**config.mk**
```make
export PLATFORM = sky130hd
export DESIGN_NAME = afsp_uart
export DESIGN_NICKNAME = d
export VERILOG_FILES = /design/src/common/afsp_pkg.sv /design/src/hdl/afsp_uart.sv
export SDC_FILE = /design/constraint.sdc
export NUM_CORES = 1
export LEC_CHECK = 0
export BUFFER_PORTS_ARGS = -buffer_cell sky130_fd_sc_hd__buf_4
export CAP_MARGIN = 0
export CORE_ASPECT_RATIO = 1.2
export CORE_MARGIN = 2
export CORE_UTILIZATION = 57
export DETAILED_ROUTE_END_ITERATION = 8
export PLACE_DENSITY = 0.75
export SYNTH_ARGS = -nofsm -noshare
export SYNTH_HDL_FRONTEND = slang
export SYNTH_SLANG_ARGS = --single-unit
```
**constraint.sdc**
```tcl
create_clock -name clk_i -period 46 [get_ports clk_i]
set_clock_uncertainty 0.2 [all_clocks]
set_input_delay 9.2 -clock clk_i [delete_from_list [all_inputs] [get_ports clk_i]]
set_output_delay 9.2 -clock clk_i [all_outputs]
set_load 0.1 [all_outputs]
```
**src/common/afsp_pkg.sv**
```systemverilog
// constants, types and state layout for the serial channel
package afsp_pkg;
  localparam logic [2:0] OFS_DATA = 3'h0;
  localparam logic [2:0] OFS_IER = 3'h1;
  localparam logic [2:0] OFS_IIR_FCR = 3'h2;
  localparam logic [2:0] OFS_LCR = 3'h3;
  localparam logic [2:0] OFS_MCR = 3'h4;
  localparam logic [2:0] OFS_LSR = 3'h5;
  localparam logic [2:0] OFS_MSR = 3'h6;
  localparam logic [2:0] OFS_SCR = 3'h7;
  localparam int LCR_DIVISOR_WINDOW_SEL = 7;
  localparam int LCR_BRK = 6;
  localparam int LCR_STICK = 5;
  localparam int LCR_EVEN = 4;
  localparam int LCR_PEN = 3;
  localparam int LCR_STB = 2;
  localparam int FCR_EN = 0;
  localparam int FCR_RXF = 1;
  localparam int FCR_TXF = 2;
  localparam int FCR_DMA = 3;
  localparam int MCR_LOOP = 4;
  localparam int MCR_USER_OUT_B = 3;
  localparam int MCR_USER_OUT_A = 2;
  localparam int MCR_RTS = 1;
  localparam int MCR_DTR = 0;
  localparam logic [15:0] DIV_RST = 16'h0001;
  localparam logic [4:0] FIFO_DEPTH = 5'h10;
  localparam logic [4:0] TRIG_1 = 5'h01;
  localparam logic [4:0] TRIG_4 = 5'h04;
  localparam logic [4:0] TRIG_8 = 5'h08;
  localparam logic [4:0] TRIG_14 = 5'h0e;
  localparam logic [3:0] IIR_NONE = 4'h1;
  localparam logic [3:0] IIR_LS = 4'h6;
  localparam logic [3:0] IIR_RDA = 4'h4;
  localparam logic [3:0] IIR_TO = 4'hc;
  localparam logic [3:0] IIR_TX_HOLD_VACANT = 4'h2;
  localparam logic [3:0] IIR_MS = 4'h0;
  localparam logic [5:0] TICKS_BIT = 6'h10;
  localparam logic [5:0] TICKS_HALF = 6'h08;
  localparam logic [5:0] TICKS_STOP_1 = 6'h10;
  localparam logic [5:0] TICKS_STOP_15 = 6'h18;
  localparam logic [5:0] TICKS_STOP_2 = 6'h20;
  localparam logic [9:0] TIMEOUT_TICKS_PER_BIT = 10'h040;

  typedef enum logic [4:0] {
    AFSP_TX_IDLE = 5'b00001, AFSP_TX_START = 5'b00010, AFSP_TX_DATA = 5'b00100,
    AFSP_TX_PAR = 5'b01000, AFSP_TX_STOP = 5'b10000
  } afsp_tx_e;
  typedef enum logic [4:0] {
    AFSP_RX_IDLE = 5'b00001, AFSP_RX_START = 5'b00010, AFSP_RX_DATA = 5'b00100,
    AFSP_RX_PAR = 5'b01000, AFSP_RX_STOP = 5'b10000
  } afsp_rx_e;

  typedef struct packed {
    logic dcd_n;
    logic ri_n;
    logic dsr_n;
    logic cts_n;
  } afsp_modem_in_s;
  typedef struct packed {
    logic user_out_b_n;
    logic user_out_a_n;
    logic rts_n;
    logic dtr_n;
  } afsp_modem_out_s;
  // queue entry: break, framing, parity, data
  typedef struct packed {
    logic bi;
    logic fe;
    logic pe;
    logic [7:0] data;
  } afsp_rx_entry_s;

  typedef struct packed {
    logic [3:0] ier;
    logic [7:0] lcr;
    logic [4:0] mcr;
    logic [7:0] scr;
    logic [7:0] dll;
    logic [7:0] dlm;
    logic fifo_en;
    logic [1:0] rx_trig;
    logic dma_mode;
    logic [15:0][7:0] tx_mem;
    logic [3:0] tx_wp;
    logic [3:0] tx_rp;
    logic [4:0] tx_cnt;
    logic [15:0][10:0] rx_mem;
    logic [3:0] rx_wp;
    logic [3:0] rx_rp;
    logic [4:0] rx_cnt;
    logic top_seen;
    logic [3:0] lsr_err;
    logic err_in_fifo;
    logic tx_hold_vacant_int;
    logic [3:0] msr_prev;
    logic [3:0] msr_delta;
    logic [15:0] baud_cnt;
    logic tick;
    afsp_tx_e tx_state;
    logic [7:0] tx_shift;
    logic [2:0] tx_bitcnt;
    logic [5:0] tx_ticks;
    logic tx_par;
    logic tx_line;
    afsp_rx_e rx_state;
    logic [7:0] rx_shift;
    logic [2:0] rx_bitcnt;
    logic [5:0] rx_ticks;
    logic rx_par;
    logic rx_zero;
    logic rx_brk_wait;
    logic [9:0] to_cnt;
    logic to_flag;
    logic [7:0] rdata;
    logic serial_tx_pin;
    afsp_modem_out_s mout;
    logic irq;
    logic rx_req_n;
    logic tx_req_n;
  } afsp_state_s;
endpackage : afsp_pkg

```
**src/hdl/afsp_uart.sv**
```systemverilog
// single serial channel with 16-byte queues and byte-wide register port
`timescale 1ns/100ps
module afsp_uart (
  input wire logic clk_i,
  input wire logic reset_i,
  input wire logic [2:0] addr_i,
  input wire logic rd_i,
  input wire logic wr_i,
  input wire logic [7:0] wdata_i,
  output logic [7:0] rdata_o,
  input wire logic serial_rx_pin_i,
  output logic serial_tx_pin_o,
  input wire afsp_pkg::afsp_modem_in_s modem_n_i,
  output afsp_pkg::afsp_modem_out_s modem_n_o,
  output logic irq_o,
  output logic rx_transfer_req_n_o,
  output logic tx_transfer_req_n_o
);

  function automatic logic [3:0] afsp_data_bits(input logic [7:0] lcr);
    afsp_data_bits = 4'h5 + {2'b00, lcr[1:0]};
  endfunction : afsp_data_bits

  // parity bit to send or expect for a character
  function automatic logic afsp_parity(input logic [7:0] data, input logic [7:0] lcr);
    logic [7:0] mask;
    mask = 8'hff >> (4'h8 - afsp_data_bits(lcr));
    if (lcr[afsp_pkg::LCR_STICK]) begin
      afsp_parity = ~lcr[afsp_pkg::LCR_EVEN];
    end else begin
      afsp_parity = (^(data & mask)) ^ ~lcr[afsp_pkg::LCR_EVEN];
    end
  endfunction : afsp_parity

  function automatic logic [4:0] afsp_trig(input logic [1:0] sel);
    case (sel)
      2'h0: afsp_trig = afsp_pkg::TRIG_1;
      2'h1: afsp_trig = afsp_pkg::TRIG_4;
      2'h2: afsp_trig = afsp_pkg::TRIG_8;
      default: afsp_trig = afsp_pkg::TRIG_14;
    endcase
  endfunction : afsp_trig

  afsp_pkg::afsp_state_s s;
  afsp_pkg::afsp_state_s n;

  logic loop;
  logic divisor_window_sel;
  logic [4:0] cap;
  logic rx_line;
  logic [3:0] msr_now;
  logic [15:0] div_m1;
  logic [3:0] nbits;
  logic [5:0] stop_ticks;
  logic [3:0] frame_bits;
  logic [9:0] to_lim;
  logic trig_hit;
  logic rd_rbr;
  logic wr_thr;
  logic rd_iir;
  logic rd_lsr;
  logic rd_msr;
  logic ls_pend;
  logic rda_pend;
  logic to_pend;
  logic tx_hold_vacant_pend;
  logic ms_pend;
  logic [3:0] iir_code;
  logic tx_all_idle;
  logic tx_hold_vacant;
  logic rx_char_avail;
  afsp_pkg::afsp_rx_entry_s rx_top;

  assign loop = s.mcr[afsp_pkg::MCR_LOOP];
  assign divisor_window_sel = s.lcr[afsp_pkg::LCR_DIVISOR_WINDOW_SEL];
  assign cap = s.fifo_en ? afsp_pkg::FIFO_DEPTH : 5'h01;
  assign rx_line = loop ? s.tx_line : serial_rx_pin_i;
  // asserted levels: carrier, ring, set ready, clear to send
  assign msr_now = loop ? {s.mcr[afsp_pkg::MCR_USER_OUT_B], s.mcr[afsp_pkg::MCR_USER_OUT_A],
                           s.mcr[afsp_pkg::MCR_DTR], s.mcr[afsp_pkg::MCR_RTS]}
                        : ~{modem_n_i.dcd_n, modem_n_i.ri_n,
                            modem_n_i.dsr_n, modem_n_i.cts_n};
  assign div_m1 = ({s.dlm, s.dll} == 16'h0000) ? 16'h0000 : {s.dlm, s.dll} - 16'h0001;
  assign nbits = afsp_data_bits(s.lcr);
  assign stop_ticks = !s.lcr[afsp_pkg::LCR_STB] ? afsp_pkg::TICKS_STOP_1 :
                      (s.lcr[1:0] == 2'h0) ? afsp_pkg::TICKS_STOP_15 :
                      afsp_pkg::TICKS_STOP_2;
  assign frame_bits = 4'h1 + nbits + {3'h0, s.lcr[afsp_pkg::LCR_PEN]}
                      + (s.lcr[afsp_pkg::LCR_STB] ? 4'h2 : 4'h1);
  assign to_lim = 10'(frame_bits * afsp_pkg::TIMEOUT_TICKS_PER_BIT);
  assign trig_hit = s.rx_cnt >= afsp_trig(s.rx_trig);
  assign rd_rbr = rd_i && addr_i == afsp_pkg::OFS_DATA && !divisor_window_sel;
  assign wr_thr = wr_i && addr_i == afsp_pkg::OFS_DATA && !divisor_window_sel;
  assign rd_iir = rd_i && addr_i == afsp_pkg::OFS_IIR_FCR;
  assign rd_lsr = rd_i && addr_i == afsp_pkg::OFS_LSR;
  assign rd_msr = rd_i && addr_i == afsp_pkg::OFS_MSR;
  assign ls_pend = s.ier[2] && (|s.lsr_err);
  assign rda_pend = s.ier[0] && (s.fifo_en ? trig_hit : s.rx_cnt != 5'h00);
  assign to_pend = s.ier[0] && s.fifo_en && s.to_flag;
  assign tx_hold_vacant_pend = s.ier[1] && s.tx_hold_vacant_int;
  assign ms_pend = s.ier[3] && (|s.msr_delta);
  assign iir_code = ls_pend ? afsp_pkg::IIR_LS :
                    rda_pend ? afsp_pkg::IIR_RDA :
                    to_pend ? afsp_pkg::IIR_TO :
                    tx_hold_vacant_pend ? afsp_pkg::IIR_TX_HOLD_VACANT :
                    ms_pend ? afsp_pkg::IIR_MS : afsp_pkg::IIR_NONE;
  assign tx_hold_vacant = s.tx_cnt == 5'h00;
  assign tx_all_idle = tx_hold_vacant && s.tx_state == afsp_pkg::AFSP_TX_IDLE;
  assign rx_char_avail = s.rx_cnt != 5'h00;
  assign rx_top = afsp_pkg::afsp_rx_entry_s'(s.rx_mem[s.rx_rp]);

  always_comb begin
    logic pop_tx;
    logic push_tx;
    logic pop_rx;
    logic push_rx;
    logic ovw_rx;
    afsp_pkg::afsp_rx_entry_s rx_val;
    logic brk;
    pop_tx = 1'b0;
    push_tx = 1'b0;
    pop_rx = 1'b0;
    push_rx = 1'b0;
    ovw_rx = 1'b0;
    rx_val = '0;
    brk = 1'b0;
    n = s;

    // sixteen-times sampling tick from the divisor
    n.tick = 1'b0;
    if (s.baud_cnt >= div_m1) begin
      n.baud_cnt = 16'h0000;
      n.tick = 1'b1;
    end else begin
      n.baud_cnt = s.baud_cnt + 16'h0001;
    end

    // transmitter
    case (s.tx_state)
      afsp_pkg::AFSP_TX_IDLE: begin
        if (s.tx_cnt != 5'h00) begin
          n.tx_shift = s.tx_mem[s.tx_rp];
          n.tx_par = afsp_parity(s.tx_mem[s.tx_rp], s.lcr);
          pop_tx = 1'b1;
          n.tx_line = 1'b0;
          n.tx_ticks = afsp_pkg::TICKS_BIT - 6'h01;
          n.tx_state = afsp_pkg::AFSP_TX_START;
        end
      end
      afsp_pkg::AFSP_TX_START: begin
        if (s.tick) begin
          if (s.tx_ticks == 6'h00) begin
            n.tx_line = s.tx_shift[0];
            n.tx_bitcnt = 3'h0;
            n.tx_ticks = afsp_pkg::TICKS_BIT - 6'h01;
            n.tx_state = afsp_pkg::AFSP_TX_DATA;
          end else begin
            n.tx_ticks = s.tx_ticks - 6'h01;
          end
        end
      end
      afsp_pkg::AFSP_TX_DATA: begin
        if (s.tick) begin
          if (s.tx_ticks == 6'h00) begin
            n.tx_ticks = afsp_pkg::TICKS_BIT - 6'h01;
            if ({1'b0, s.tx_bitcnt} == nbits - 4'h1) begin
              if (s.lcr[afsp_pkg::LCR_PEN]) begin
                n.tx_line = s.tx_par;
                n.tx_state = afsp_pkg::AFSP_TX_PAR;
              end else begin
                n.tx_line = 1'b1;
                n.tx_ticks = stop_ticks - 6'h01;
                n.tx_state = afsp_pkg::AFSP_TX_STOP;
              end
            end else begin
              n.tx_bitcnt = s.tx_bitcnt + 3'h1;
              n.tx_shift = s.tx_shift >> 1;
              n.tx_line = s.tx_shift[1];
            end
          end else begin
            n.tx_ticks = s.tx_ticks - 6'h01;
          end
        end
      end
      afsp_pkg::AFSP_TX_PAR: begin
        if (s.tick) begin
          if (s.tx_ticks == 6'h00) begin
            n.tx_line = 1'b1;
            n.tx_ticks = stop_ticks - 6'h01;
            n.tx_state = afsp_pkg::AFSP_TX_STOP;
          end else begin
            n.tx_ticks = s.tx_ticks - 6'h01;
          end
        end
      end
      default: begin
        if (s.tick) begin
          if (s.tx_ticks == 6'h00) begin
            n.tx_state = afsp_pkg::AFSP_TX_IDLE;
          end else begin
            n.tx_ticks = s.tx_ticks - 6'h01;
          end
        end
      end
    endcase

    // receiver, sampling near mid-bit
    case (s.rx_state)
      afsp_pkg::AFSP_RX_IDLE: begin
        if (s.rx_brk_wait) begin
          if (rx_line) begin
            n.rx_brk_wait = 1'b0;
          end
        end else if (!rx_line) begin
          n.rx_ticks = afsp_pkg::TICKS_HALF - 6'h01;
          n.rx_state = afsp_pkg::AFSP_RX_START;
        end
      end
      afsp_pkg::AFSP_RX_START: begin
        if (s.tick) begin
          if (s.rx_ticks == 6'h00) begin
            if (!rx_line) begin
              n.rx_shift = 8'h00;
              n.rx_bitcnt = 3'h0;
              n.rx_zero = 1'b1;
              n.rx_ticks = afsp_pkg::TICKS_BIT - 6'h01;
              n.rx_state = afsp_pkg::AFSP_RX_DATA;
            end else begin
              n.rx_state = afsp_pkg::AFSP_RX_IDLE;
            end
          end else begin
            n.rx_ticks = s.rx_ticks - 6'h01;
          end
        end
      end
      afsp_pkg::AFSP_RX_DATA: begin
        if (s.tick) begin
          if (s.rx_ticks == 6'h00) begin
            n.rx_shift[s.rx_bitcnt] = rx_line;
            n.rx_zero = s.rx_zero & ~rx_line;
            n.rx_ticks = afsp_pkg::TICKS_BIT - 6'h01;
            if ({1'b0, s.rx_bitcnt} == nbits - 4'h1) begin
              n.rx_state = s.lcr[afsp_pkg::LCR_PEN] ? afsp_pkg::AFSP_RX_PAR
                                                      : afsp_pkg::AFSP_RX_STOP;
            end else begin
              n.rx_bitcnt = s.rx_bitcnt + 3'h1;
            end
          end else begin
            n.rx_ticks = s.rx_ticks - 6'h01;
          end
        end
      end
      afsp_pkg::AFSP_RX_PAR: begin
        if (s.tick) begin
          if (s.rx_ticks == 6'h00) begin
            n.rx_par = rx_line;
            n.rx_zero = s.rx_zero & ~rx_line;
            n.rx_ticks = afsp_pkg::TICKS_BIT - 6'h01;
            n.rx_state = afsp_pkg::AFSP_RX_STOP;
          end else begin
            n.rx_ticks = s.rx_ticks - 6'h01;
          end
        end
      end
      default: begin
        if (s.tick) begin
          if (s.rx_ticks == 6'h00) begin
            brk = s.rx_zero && !rx_line;
            push_rx = 1'b1;
            if (brk) begin
              rx_val.bi = 1'b1;
              n.rx_brk_wait = 1'b1;
            end else begin
              rx_val.data = s.rx_shift;
              rx_val.fe = !rx_line;
              rx_val.pe = s.lcr[afsp_pkg::LCR_PEN]
                          && (s.rx_par != afsp_parity(s.rx_shift, s.lcr));
            end
            n.rx_state = afsp_pkg::AFSP_RX_IDLE;
          end else begin
            n.rx_ticks = s.rx_ticks - 6'h01;
          end
        end
      end
    endcase

    // host register writes
    if (wr_i) begin
      if (addr_i == afsp_pkg::OFS_DATA && divisor_window_sel) begin
        n.dll = wdata_i;
      end else if (addr_i == afsp_pkg::OFS_DATA) begin
        push_tx = s.tx_cnt < cap;
        n.tx_hold_vacant_int = 1'b0;
      end else if (addr_i == afsp_pkg::OFS_IER && divisor_window_sel) begin
        n.dlm = wdata_i;
      end else if (addr_i == afsp_pkg::OFS_IER) begin
        n.ier = wdata_i[3:0];
        if (wdata_i[1] && !s.ier[1] && tx_hold_vacant) begin
          n.tx_hold_vacant_int = 1'b1;
        end
      end else if (addr_i == afsp_pkg::OFS_LCR) begin
        n.lcr = wdata_i;
      end else if (addr_i == afsp_pkg::OFS_MCR) begin
        n.mcr = wdata_i[4:0];
      end else if (addr_i == afsp_pkg::OFS_SCR) begin
        n.scr = wdata_i;
      end
    end

    // host register reads and their side effects
    if (rd_i) begin
      if (addr_i == afsp_pkg::OFS_DATA && divisor_window_sel) begin
        n.rdata = s.dll;
      end else if (addr_i == afsp_pkg::OFS_DATA) begin
        n.rdata = rx_top.data;
        pop_rx = rx_char_avail;
      end else if (addr_i == afsp_pkg::OFS_IER && divisor_window_sel) begin
        n.rdata = s.dlm;
      end else if (addr_i == afsp_pkg::OFS_IER) begin
        n.rdata = {4'h0, s.ier};
      end else if (addr_i == afsp_pkg::OFS_IIR_FCR) begin
        n.rdata = {s.fifo_en, s.fifo_en, 2'b00, iir_code};
      end else if (addr_i == afsp_pkg::OFS_LCR) begin
        n.rdata = s.lcr;
      end else if (addr_i == afsp_pkg::OFS_MCR) begin
        n.rdata = {3'h0, s.mcr};
      end else if (addr_i == afsp_pkg::OFS_LSR) begin
        n.rdata = {s.err_in_fifo && s.fifo_en, tx_all_idle, tx_hold_vacant,
                   s.lsr_err, rx_char_avail};
      end else if (addr_i == afsp_pkg::OFS_MSR) begin
        n.rdata = {msr_now, s.msr_delta};
      end else begin
        n.rdata = s.scr;
      end
    end
    if (rd_iir && iir_code == afsp_pkg::IIR_TX_HOLD_VACANT) begin
      n.tx_hold_vacant_int = 1'b0;
    end
    if (rd_lsr) begin
      n.lsr_err = 4'h0;
      n.err_in_fifo = 1'b0;
    end
    if (rd_msr) begin
      n.msr_delta = 4'h0;
    end

    // transmit queue bookkeeping
    if (push_tx) begin
      n.tx_mem[s.tx_wp] = wdata_i;
      n.tx_wp = s.tx_wp + 4'h1;
    end
    if (pop_tx) begin
      n.tx_rp = s.tx_rp + 4'h1;
    end
    n.tx_cnt = s.tx_cnt + {4'h0, push_tx} - {4'h0, pop_tx};

    // receive queue bookkeeping and overrun
    if (push_rx) begin
      if (s.rx_cnt < cap || pop_rx) begin
        n.rx_mem[s.rx_wp] = rx_val;
        n.rx_wp = s.rx_wp + 4'h1;
        if (s.fifo_en && (rx_val.bi || rx_val.fe || rx_val.pe)) begin
          n.err_in_fifo = 1'b1;
        end
      end else begin
        n.lsr_err[0] = 1'b1;
        if (!s.fifo_en) begin
          n.rx_mem[s.rx_rp] = rx_val;
          ovw_rx = 1'b1;
        end
        push_rx = 1'b0;
      end
    end
    if (pop_rx) begin
      n.rx_rp = s.rx_rp + 4'h1;
    end
    n.rx_cnt = s.rx_cnt + {4'h0, push_rx} - {4'h0, pop_rx};
    if (pop_rx || ovw_rx) begin
      n.top_seen = 1'b0;
    end else if (rx_char_avail && !s.top_seen) begin
      n.top_seen = 1'b1;
      // merge into the next value so a status read in this cycle keeps its clear
      n.lsr_err[3:1] = n.lsr_err[3:1] | {rx_top.bi, rx_top.fe, rx_top.pe};
    end
    if (ovw_rx) begin
      n.lsr_err[3:1] = n.lsr_err[3:1] | {rx_val.bi, rx_val.fe, rx_val.pe};
    end

    // character timeout
    if (push_rx || pop_rx || !rx_char_avail) begin
      n.to_cnt = 10'h000;
      n.to_flag = 1'b0;
    end else if (s.tick && !s.to_flag) begin
      if (s.to_cnt >= to_lim - 10'h001) begin
        n.to_flag = 1'b1;
      end else begin
        n.to_cnt = s.to_cnt + 10'h001;
      end
    end

    // queue setup writes
    if (wr_i && addr_i == afsp_pkg::OFS_IIR_FCR) begin
      if (wdata_i[afsp_pkg::FCR_EN]) begin
        n.fifo_en = 1'b1;
        n.rx_trig = wdata_i[7:6];
        n.dma_mode = wdata_i[afsp_pkg::FCR_DMA];
      end else begin
        n.fifo_en = 1'b0;
      end
      if (wdata_i[afsp_pkg::FCR_RXF] || !wdata_i[afsp_pkg::FCR_EN] || !s.fifo_en) begin
        n.rx_wp = 4'h0;
        n.rx_rp = 4'h0;
        n.rx_cnt = 5'h00;
        n.top_seen = 1'b0;
        n.err_in_fifo = 1'b0;
        n.to_cnt = 10'h000;
        n.to_flag = 1'b0;
      end
      if (wdata_i[afsp_pkg::FCR_TXF] || !wdata_i[afsp_pkg::FCR_EN] || !s.fifo_en) begin
        n.tx_wp = 4'h0;
        n.tx_rp = 4'h0;
        n.tx_cnt = 5'h00;
      end
    end

    // late sets win over clears done above; an empty receive queue clears the fault flag
    if (s.tx_cnt != 5'h00 && n.tx_cnt == 5'h00) begin
      n.tx_hold_vacant_int = 1'b1;
    end
    if (n.rx_cnt == 5'h00) begin
      n.err_in_fifo = 1'b0;
    end
    n.msr_prev = msr_now;
    n.msr_delta = n.msr_delta | {msr_now[3] ^ s.msr_prev[3], s.msr_prev[2] & ~msr_now[2],
                                 msr_now[1] ^ s.msr_prev[1],
                                 msr_now[0] ^ s.msr_prev[0]};

    // registered pins
    n.serial_tx_pin = loop ? 1'b1 : (n.lcr[afsp_pkg::LCR_BRK] ? 1'b0 : n.tx_line);
    n.mout = n.mcr[afsp_pkg::MCR_LOOP] ? 4'hf : ~n.mcr[3:0];
    n.irq = ls_pend || rda_pend || to_pend || tx_hold_vacant_pend || ms_pend;
    if (s.dma_mode && s.fifo_en) begin
      n.rx_req_n = !(trig_hit || s.to_flag);
      n.tx_req_n = s.tx_cnt == afsp_pkg::FIFO_DEPTH;
    end else begin
      n.rx_req_n = !rx_char_avail;
      n.tx_req_n = !tx_hold_vacant;
    end
  end

  always_ff @(posedge clk_i or posedge reset_i) begin
    if (reset_i) begin
      s <= '0;
      s.dll <= afsp_pkg::DIV_RST[7:0];
      s.dlm <= afsp_pkg::DIV_RST[15:8];
      s.tx_state <= afsp_pkg::AFSP_TX_IDLE;
      s.rx_state <= afsp_pkg::AFSP_RX_IDLE;
      s.tx_line <= 1'b1;
      s.serial_tx_pin <= 1'b1;
      s.mout <= 4'hf;
      s.rx_req_n <= 1'b1;
    end else begin
      s <= n;
    end
  end

  assign rdata_o = s.rdata;
  assign serial_tx_pin_o = s.serial_tx_pin;
  assign modem_n_o = s.mout;
  assign irq_o = s.irq;
  assign rx_transfer_req_n_o = s.rx_req_n;
  assign tx_transfer_req_n_o = s.tx_req_n;

endmodule : afsp_uart

```
After elaboration in Yosys (flattened, before gate mapping)
Cells that the tools add are included.
{"block": "classes", "add_sub_neg": 23, "order_cmp": 14, "eq_ne": 48, "shift": 1, "n_mux": 198, "bitwise": 24, "n_reduce_logical": 101}
{"operator": "$bwmux 176", "count": 2}
{"operator": "$mux 176", "count": 2}
{"operator": "$mux 8", "count": 19}
{"operator": "$bwmux 128", "count": 1}
{"operator": "$mux 11", "count": 11}
{"operator": "$mux 6", "count": 16}
{"operator": "$mux 5", "count": 18}
{"operator": "$demux 11 s4", "count": 2}
{"operator": "$mux 16", "count": 5}
{"operator": "$mux 20", "count": 4}
{"operator": "$mux 22", "count": 3}
{"operator": "$mux 1", "count": 65}
{"operator": "$mux 13", "count": 4}
{"operator": "$mux 4", "count": 12}
{"operator": "$pmux 6 s4", "count": 2}
{"operator": "$bmux 11 s4", "count": 1}
{"operator": "$pmux 5 s4", "count": 2}
{"operator": "$ne 2x2->1 const B", "count": 19}
{"operator": "$mux 36", "count": 1}
{"operator": "$bmux 8 s4", "count": 1}
{"operator": "$demux 8 s4", "count": 1}
{"operator": "$logic_and 1x1->1", "count": 28}
{"operator": "$mux 14", "count": 2}
{"operator": "$reduce_and 6->1", "count": 4}
{"operator": "other kinds (87)", "count": 184}
{"block": "word_totals", "register_bits": 483, "inputBits": 20, "out_inout_bits": 16, "elab_cells": 489}

Logic depth before layout (Yosys ltp)
Gate-level depths: netlist (run 1).
{"block": "logic_depth", "depth_word": 26, "mapped_depth": 19, "ltp_nobuf": 18}

Worst setup path after synthesis (run 1)
OpenSTA, ideal clock, no wires.
{"block": "synth_path", "path_type": "input port to flip-flop", "start": "input port addr_i[2]", "end": "register s[102] (netlist name)", "setup_time_ns": 0.104, "arrival_ns": 12.164, "t_required_ns": 45.696, "path_slack_ns": 33.533, "path_stages": 17, "path_buffers": 3, "path_cell_list": "or3_1 clkbuf_1 nor2_1 nand3_1 o21ai_2 buf_2 and2_1 clkbuf_1 inv_1 ha_1 ha_1 fa_1 a21oi_1 nor2_1 nor2_1 xnor2_1 a221oi_1"}
{"item": "start, declared", "line_no": "afsp_uart.sv:6", "rtl": "input wire logic [2:0] addr_i,"}
{"item": "end signal, assigned", "line_no": "afsp_uart.sv:463", "rtl": "s <= n;"}
{"item": "end, declared", "line_no": "afsp_uart.sv:44", "rtl": "afsp_pkg::afsp_state_s s;"}

==> results of run 1 <==
[synth_stat cells, types with 4 or more instances]
| cell type | count | area, um2 |
|---|---|---|
| nand2b_1 | 13 | 81.3 |
| nor3_1 | 36 | 180 |
| a21oi_1 | 51 | 255 |
| o21ai_0 | 176 | 881 |
| ha_1 | 73 | 913 |
| buf_4 | 12 | 90.1 |
| xor2_1 | 44 | 385 |
| buf_2 | 18 | 90.1 |
| o21a_1 | 4 | 30.0 |
| and3_1 | 25 | 156 |
| inv_1 | 67 | 251 |
| a32o_1 | 4 | 40.0 |
| nand3b_1 | 6 | 45.0 |
| nor2_1 | 134 | 503 |
| nand2_2 | 5 | 31.3 |
| o21ai_1 | 31 | 155 |
| nor4_1 | 15 | 93.8 |
| a21o_1 | 23 | 173 |
| a22o_1 | 6 | 52.6 |
| nand4_1 | 12 | 75.1 |
| nand3_1 | 29 | 145 |
| o31ai_1 | 6 | 45.0 |
| dfstp_2 | 10 | 263 |
| xnor2_1 | 36 | 315 |
| a22oi_1 | 13 | 97.6 |
| a211oi_1 | 5 | 37.5 |
| nor2b_1 | 12 | 75.1 |
| or3_1 | 5 | 31.3 |
| mux2_1 | 166 | 1870 |
| nand2_1 | 273 | 1020 |
| mux4_1 | 9 | 236 |
| fa_1 | 4 | 80.1 |
| clkbuf_1 | 102 | 383 |
| mux4_2 | 83 | 1870 |
| and2_1 | 14 | 87.6 |
| mux2i_1 | 14 | 140 |
| a221oi_1 | 7 | 61.3 |
| mux2_2 | 59 | 664 |
| a31oi_1 | 25 | 156 |
| and4_1 | 7 | 61.3 |
| dfrtp_1 | 473 | 11800 |
[sequential cells by signal (all words and copies together) (netlist names)]
register,flops
modem_n_o,4
s,465
tx_transfer_req_n_o,1
divisor_window_sel,1
loop,1
irq_o,1
rx_transfer_req_n_o,1
serial_tx_pin_o,1
rdata_o,8
[layout make-up]
cell class | count | area, um2 | share of cell area
Multi-Input combinational cell | 1483 | 11600 | 0.434
Clock buffer | 68 | 1370 | 0.0512
Sequential cell | 483 | 12100 | 0.453
Timing Repair Buffer | 63 | 473 | 0.0177
Clock inverter | 20 | 216 | 0.00810
Tap cell | 552 | 691 | 0.0258
Inverter | 70 | 270 | 0.0101
[cell families (layout without fill, tap and decap cells)]
kind of cell	count (synthesis)	count (layout)	share of synthesized area
flip-flops	483	483	0.492
multiplexers	331	331	0.194
XOR/XNOR	83	83	0.0307
buffers and inverters	207	221	0.0361
AND/OR/NAND/NOR	604	604	0.112
AO/OA/AOI/OAI	388	388	0.0948
adder cells (fa/ha/maj)	77	77	0.0404
[report_power, final]
group / internal (W) / total [W] / leakage [nW] / switching, W
clock: 0.000221 / 0.000395 / 0.787 / 0.000174
sequential: 0.000477 / 0.000530 / 6.45 / 0.0000531
combinational: 0.000161 / 0.000392 / 5.23 / 0.000231
[path summary, 6_finish.rpt]
| path | to |
|---|---|
| setup / recovery | s[102] |
| hold reg to reg | s[280] |
| max in group asynchronous | s[454] |
| setup reg to reg | s[26] |
| min in group asynchronous | s[189] |
| hold / removal | s[280] |
[routing by layer]
metal | track usage | vias up | share of wire
met5 | 0 | - | 0
met4 | 0.119 | 0 | 0.037
met3 | 0.0355 | 143 | 0.045
met2 | 0.456 | 470 | 0.51
met1 | 0.344 | 8637 | 0.41
li1 | - | 7675 | -
[cells in the final DEF, fill, tap and decap left out, drive strengths merged, types with 4 or more instances in the layout]
| cell type | count |
|---|---|
| a211oi | 6 |
| a21o | 23 |
| a21oi | 52 |
| a221oi | 7 |
| a22o | 6 |
| a22oi | 14 |
| a31oi | 25 |
| a32o | 4 |
| and2 | 14 |
| and3 | 25 |
| and4 | 7 |
| buf | 63 |
| clkbuf | 68 |
| clkinv | 17 |
| dfrtp | 473 |
| dfstp | 10 |
| fa | 4 |
| ha | 73 |
| inv | 71 |
| mux2 | 225 |
| mux2i | 14 |
| mux4 | 92 |
| nand2 | 278 |
| nand2b | 13 |
| nand3 | 30 |
| nand3b | 6 |
| nand4 | 12 |
| nor2 | 134 |
| nor2b | 12 |
| nor3 | 39 |
| nor4 | 16 |
| o21a | 4 |
| o21ai | 208 |
| o22ai | 4 |
| o31ai | 6 |
| or2 | 4 |
| or3 | 5 |
| xnor2 | 38 |
| xor2 | 44 |
[worst min-delay path, stage by stage, from the launching register on]
cell and delay (ps):
dfrtp_1 340, nand2_1 40, o21ai_0 60
[per-stage QoR]
| stage | setup slack [ps] | total power (W) | cells |
|---|---|---|---|
| floorplan | 23140 | 0.000839 | 2173 |
| global placement | 33110 | 0.000913 | 2651 |
| detailed placement | 33030 | 0.000927 | 2651 |
| CTS | 33670 | 0.00132 | 2739 |
| global route | 33310 | 0.00139 | 2739 |
| finish | 33660 | 0.00132 | 2739 |
==> results.cfg, run 1 <==
[outcome]
outcome = completed

[die]
die_w_um = 194
io-pin-count = 36
core-area_um2 = 42700
rows = 83
die_y_um = 232
dieArea_um2 = 44800
start_util = 0.576

[sta]
max_freq_ghz = 0.0811
rsz0062_at_grt = false
tns_ps = 0
finalMaxSlewViolations = 0
setup_viol = 0
slew_headroom = 0.177
min_period_ps = 12340
worst_pin_slew_ps = 1230
holdWs_ps = 279
finalCritPeriodShare = 0.268
final-hold-violation-count = 0

[cells_and_area]
antennaDiodeCount = 0
drive_gt1_frac = 0.144
fillers = 3331
fin_nets = 2247
fin_area_um2 = 26700
final_core_util = 0.626
area_growth_pct = 8.68

[worst_setup_path]
path_cells = buf_4 > or3_1 > nor2_1 > nand3_1 > o21ai_2 > buf_4 > and2_1 > inv_1 > ha_1 > ha_1 > fa_1 > a21oi_1 > nor2_1 > nor2_1 > xnor2_1 > a221oi_1
regToRegSetupSlack_ps = 41580
crit_family = simple AND/OR/NAND/NOR gates
worstRegToRegCells = 12
slowest_delay_ps = 510
startpoint = addr_i[2]
start_kind = input pin
crit_slowest_cell = or3_1
arrival_ps = 12650
end_kind = flip-flop
crit_required_ps = 46310
cp_num_buf_inv = 3
crit_type = input pin to flip-flop
worst-path-stages = 16
r2r-start = s[471]
worst-path-max-fanout = 36
path_common_cell = nor2_1

[synthesis]
ys.flop_type = dfrtp_1
syn_area_per_cell_um2 = 11.3
ys.warnings.count = 0
syn_nets = 2270
synth_seq_cells = 483
synth-edff-count = 0
synthCells = 2173
ys_seq_area_frac = 0.492
synthArstFlopShare = 1.00
netlist_area_um2 = 24600
ys_types = 88

[placement]
io_buffer_count = 35
placed_area_um2 = 25100
gp_congestion = 0.915
dp_hpwl_um = 39000

[worst_hold_path]
hold_path_depth = 2
min_path_type = flip-flop to flip-flop
min-delay-start = s[280]

[flow_run]
drv_cap = 0

[drt]
dr.pass1.iters = 5
drc = 0
antenna_left = 0
wirelength_um = 58300
wl_per_cell_um = 21.3
initialDrtViolationCount = 1290
avgViaCountPerCell = 6.18
route.vias.total = 16900

[clocking]
numCtsBuffers = 49
cts.reportedPaths.clkPinSlew_ps = 70
clockRootBuffer = clkbuf_16
clkLatencyLatePin_ps = 630
cts_tree = yes
cts_resized = 0
clockBufferDepth = 3
h-tree-depth = 2
post_cts_buffers = 0
cts_hold_buffers = 0
clock-sinks = 483

[global_route]
grt_first_pass_wirelength_um = 94700
grt_pass1_vias = 17400
grt.overflow.total = 0
grt_max_degree = 138
grt.total_usage = 0.267
antenna_found_initial = 0

[power_and_ir_drop]
power.density_nw_per_um2 = 49.3
static-leakage-power_nw = 12.5
ir_drop_mv = 0.0412
(Power assumes the default switching activity.)
==> run 2: changes to the inputs <==
--- a/config.mk
+++ b/config.mk
@@ -11,7 +11,7 @@
 export CORE_MARGIN = 2
 export CORE_UTILIZATION = 57
 export DETAILED_ROUTE_END_ITERATION = 8
-export PLACE_DENSITY = 0.75
+export PLACE_DENSITY = 0.78
 export SYNTH_ARGS = -nofsm -noshare
 export SYNTH_HDL_FRONTEND = slang
 export SYNTH_SLANG_ARGS = --single-unit
==> constraint.sdc (replaced) <==
create_clock -name clk_i -period 10.1 [get_ports clk_i]
set_clock_uncertainty 0.2 [all_clocks]
set_input_delay 2.02 -clock clk_i [delete_from_list [all_inputs] [get_ports clk_i]]
set_output_delay 2.02 -clock clk_i [all_outputs]
set_load 0.1 [all_outputs]
==> run 2 against run 1 <==
  * Register-to-register slack lost 36000 ps
  * Critical path type unchanged
  * Combinational power grew to 4.4 times the previous value
  * Total power rose to 4.6 times the previous value
==> results.cfg, run 2 (synthesis results as in run 1) <==
[outcome]
outcome = completed

[sta]
tns_ps = 0
finalCritPeriodShare = 0.508
final-hold-violation-count = 0
setup_viol = 0
worst_pin_slew_ps = 1200
finalMaxSlewViolations = 0
min_period_ps = 5130
slew_headroom = 0.198
rsz0062_at_grt = false
max_freq_ghz = 0.195

[drt]
drc = 0
avgViaCountPerCell = 6.18
dr.pass1.iters = 6
initialDrtViolationCount = 1209
route.vias.total = 16900
wl_per_cell_um = 21.2
antenna_left = 0
wirelength_um = 58200

[power_and_ir_drop]
switching_share = 0.344
switchingPower_w = 0.00207
finalPower_w = 0.00602
static-leakage-power_nw = 12.5
power_frac_clock = 0.304
power.density_nw_per_um2 = 225
seq_power_share = 0.407
ir_drop_mv = 0.258
comb_power_share = 0.290
intPower_w = 0.00395

[cells_and_area]
antennaDiodeCount = 0
final-seq-area_um2 = 12100
final_core_util = 0.627
area_growth_pct = 8.81
drive_gt1_frac = 0.145
final_cell_mix = dfrtp_1 (469), nand2_1 (273), o21ai_0 (176), mux2_1 (166), nor2_1 (134)
fin_nets = 2246
final_common_cell = dfrtp_1
largest_register = s
largest_reg_flops = 465
multi_input_area_um2 = 11600
fillers = 3245
finalNonFillerCells = 2738

[global_route]
grt_max_degree = 181
grt_first_pass_wirelength_um = 93800
antenna_found_initial = 0
grt_pass1_vias = 17200
grt.total_usage = 0.264
grt.overflow.total = 0

[clocking]
clockBufferDepth = 3
clock-sinks = 483
cts_tree = yes
cts_resized = 0
cts.reportedPaths.clkPinSlew_ps = 60
clkLatencyLatePin_ps = 610
cts_hold_buffers = 0
post_cts_buffers = 0
h-tree-depth = 2
clockRootBuffer = clkbuf_16
numCtsBuffers = 49

[worst_setup_path]
path_common_cell = nor2_1
crit_slowest_cell = or3_1
crit_type = input pin to flip-flop
arrival_ps = 5410
cp_num_buf_inv = 3
end_kind = flip-flop
worst-path-max-fanout = 36
crit_family = simple AND/OR/NAND/NOR gates
path_cells = buf_4 > or3_1 > nor2_1 > nand3_1 > o21ai_2 > buf_4 > and2_1 > inv_1 > ha_1 > ha_1 > fa_1 > a21oi_1 > nor2_1 > nor2_1 > xnor2_1 > a221oi_1
start_kind = input pin
slowest_delay_ps = 480
crit_required_ps = 10380

[die]
rows = 83
dieArea_um2 = 44800
start_util = 0.576
core-area_um2 = 42700
die_w_um = 194
io-pin-count = 36
die_y_um = 232

[placement]
dp_hpwl_um = 38800
io_buffer_count = 35
gp_congestion = 0.905
post-place-cells = 2650

[flow_run]
drv_cap = 0

[worst_hold_path]
min_path_type = flip-flop to flip-flop
run 2: cell count changes in the layout (fill, tap and decap cells not counted), sizes merged:
| cell | before | now |
|---|---|---|
| clkbuf | 68 | 71 |
| inv | 71 | 70 |
| clkinvlp | 0 | 1 |
| buf | 63 | 62 |
| clkinv | 17 | 14 |
run 2: path summary, 6_finish.rpt:
check                          start     end  slack [ps]  cells after the start
setup / recovery           addr_i[2]  s[102]        4970                     16
hold / removal                s[189]  s[189]         280                      2
max in group asynchronous    reset_i  s[405]        6100                      4
hold reg to reg               s[189]  s[189]         280                      2
min in group asynchronous    reset_i  s[191]        1330                      2
setup reg to reg              s[450]   s[80]        5680                     16
run 2: power by group through the flow:
stage                     clock [W]  combinational [W]  sequential [W]
after global routing        0.00193            0.00194         0.00248
final                       0.00183            0.00174         0.00245
after CTS                   0.00185            0.00176         0.00244
after detailed placement          0            0.00174         0.00247
after global placement            0            0.00168         0.00246
after floorplan                   0            0.00143         0.00239
run 2: per-layer routing:
layer | GRT usage | routed length (um) | vias to the layer above
met5 | 0 | 0 | -
met2 | 0.444 | 28800 | 568
li1 | - | - | 7647
met4 | 0.111 | 2130 | 0
met1 | 0.344 | 23700 | 8584
met3 | 0.0396 | 3570 | 125
run 2: tightest hold or removal path, delay by kind of cell, from the launching register on:
kind | cells | cell delay [ps]
compound gates | 1 | 60
simple gates | 1 | 40
flops | 1 | 340
run 2: through the flow:
stage,hold slack (ps),cell area [um2],setup WS (ps)
detailed placement,266,25100,4390
global route,297,26800,4680
finish,278,26800,4970
global placement,256,25100,4460
floorplan,245,24600,1340
CTS,280,26800,5000
run 2: final cells by class:
| type | count | area share |
|---|---|---|
| multi-input combinational | 1483 | 0.434 |
| timing repair buffer | 62 | 0.0179 |
| clock buffer | 71 | 0.0538 |
| inverter | 70 | 0.00996 |
| sequential | 483 | 0.452 |
| tap | 552 | 0.0258 |
| clock inverter | 17 | 0.00645 |
==> run 3: changes to the inputs <==
==> constraint.sdc (replaced) <==
create_clock -name clk_i -period 4.4 [get_ports clk_i]
set_clock_uncertainty 0.2 [all_clocks]
set_input_delay 0.88 -clock clk_i [delete_from_list [all_inputs] [get_ports clk_i]]
set_output_delay 0.88 -clock clk_i [all_outputs]
set_load 0.1 [all_outputs]
==> run 3 against run 2 <==
  * Total power up 140%
  * Sequential cell count did not move
  * Cell count rose by 0.99%
  * Design area up 1.4%
  * Largest cell class unchanged
  * Clock-buffer cell count fell by 6
  * Register-to-register slack got worse by 5400 ps
  * Die area unchanged
  * Via count is 1.7% higher
  * Non-clock buffer count rose by 27
  * Critical endpoint is now s[80]
  * Clock power rose by 140%
  * Sequential share of layout area is 0.64 points lower
  * Combinational power is 140% higher
==> results.cfg, run 3 (synthesis results as in run 1) <==
[cells_and_area]
antennaDiodeCount = 0
largest_reg_flops = 465
final_common_cell = dfrtp_1
fin_area_um2 = 27100
largest_register = s
fin_nets = 2273
drive_gt1_frac = 0.158
fillers = 3168
finalNonFillerCells = 2765
final_cell_mix = dfrtp_1 (470), nand2_1 (273), o21ai_0 (176), mux2_1 (166), nor2_1 (134)
area_growth_pct = 10.4

[global_route]
grt.overflow.total = 0
grt_max_degree = 136
antenna_found_initial = 0
grt_first_pass_wirelength_um = 96200
grt.total_usage = 0.271
grt_pass1_vias = 17700

[drt]
drc = 0
dr.pass1.iters = 6
wirelength_um = 59000
antenna_left = 0
initialDrtViolationCount = 1363
route.vias.total = 17200
avgViaCountPerCell = 6.23
wl_per_cell_um = 21.3

[placement]
io_buffer_count = 35
dp_hpwl_um = 39700
placed_area_um2 = 25400
post-place-cells = 2677
gp_congestion = 0.925

[worst_setup_path]
crit_required_ps = 4720
arrival_ps = 4400
regToRegSetupSlack_ps = 320
worst-path-max-fanout = 17
start_kind = flip-flop
crit_type = flip-flop to flip-flop
end_kind = flip-flop

[clocking]
cts_hold_buffers = 0
clkLatencyLatePin_ps = 600
cts.reportedPaths.clkPinSlew_ps = 70
post_cts_buffers = 0
cts_tree = yes
numCtsBuffers = 49
clockRootBuffer = clkbuf_16
clockBufferDepth = 3
clock-sinks = 483
h-tree-depth = 2

[worst_hold_path]
min_path_type = input pin to asynchronous set/reset pin

[sta]
slew_headroom = 0.318
finalMaxSlewViolations = 0
final-hold-violation-count = 0
min_period_ps = 4080
worst_pin_slew_ps = 1020
max_freq_ghz = 0.245
finalCritPeriodShare = 0.927
setup_viol = 0

[die]
dieArea_um2 = 44800
rows = 83
io-pin-count = 36
core-area_um2 = 42700
die_y_um = 232
start_util = 0.576
die_w_um = 194

[power_and_ir_drop]
static-leakage-power_nw = 12.7
ir_drop_mv = 0.487
power.density_nw_per_um2 = 522

[outcome]
outcome = completed

[flow_run]
drv_cap = 0
==> run 3: timing repair <==
action / 4_1_cts / 5_1_grt
cloned: 0 / 0
resized for setup: 1 / 2
endpoints found under the setup margin: 17 / 17
pin swaps: 0 / 0
==> run 3: critical path: stages, from the launching register on <==
cell and delay, ps:
dfrtp_1 420, inv_1 80, ha_1 170, nor3b_1 370
nand2_1 220, nor4_2 290, a21oi_1 120, ha_1 280
nand2b_1 140, a21o_1 170, a21o_1 180, a21o_1 170
a21o_1 180, a2111oi_1 490, o21ai_2 320, nor2_1 180
==> run 3: metal layers <==
metal	track usage	wire length, um	vias up
li1	-	-	7714
met1	0.352	24100	8770
met2	0.455	29000	567
met3	0.0375	3150	163
met4	0.122	2660	0
met5	0	0	-
==> run 3: cell type report <==
class	count	area, um2	share of cell area
clock inverter	23	323	0.0119
inverter	70	267	0.00982
multi-input combinational	1483	11600	0.428
timing repair buffer	89	743	0.0274
sequential	483	12100	0.446
tap	552	691	0.0254
clock buffer	65	1400	0.0515
==> run 3: per-stage QoR <==
| stage | total power, W | setup TNS, ps | utilization | worst slack, ps | hold slack (ps) |
|---|---|---|---|---|---|
| 6_report | 0.0142 | 0 | 0.636 | 323 | 112 |
| 3_3_place_gp | 0.00960 | 0 | 0.595 | 188 | 256 |
| 5_1_grt | 0.0149 | -12.5 | 0.636 | -7.23 | 126 |
| 2_1_floorplan | 0.00877 | -1536340 | - | -3220 | 245 |
| 3_5_place_dp | 0.00975 | 0 | 0.595 | 16.0 | 265 |
| 4_1_cts | 0.0142 | 0 | 0.636 | 45.4 | 98.5 |
==> run 3: worst paths after layout <==
| check | endpoint | depth (start not counted) | from |
|---|---|---|---|
| min | s[290] | 2 | reset_i |
| min in group clk_i | s[95] | 1 | s[99] |
| max in group asynchronous | s[429] | 3 | reset_i |
| max reg2reg | s[80] | 15 | s[451] |
| max | s[80] | 15 | s[451] |
| min reg2reg | s[95] | 1 | s[99] |
==> run 3: power breakdown <==
group	leakage, nW	switching [W]	total, W	internal (W)
clock network	0.839	0.00180	0.00445	0.00265
registers	6.45	0.000639	0.00562	0.00498
logic	5.38	0.00235	0.00410	0.00174
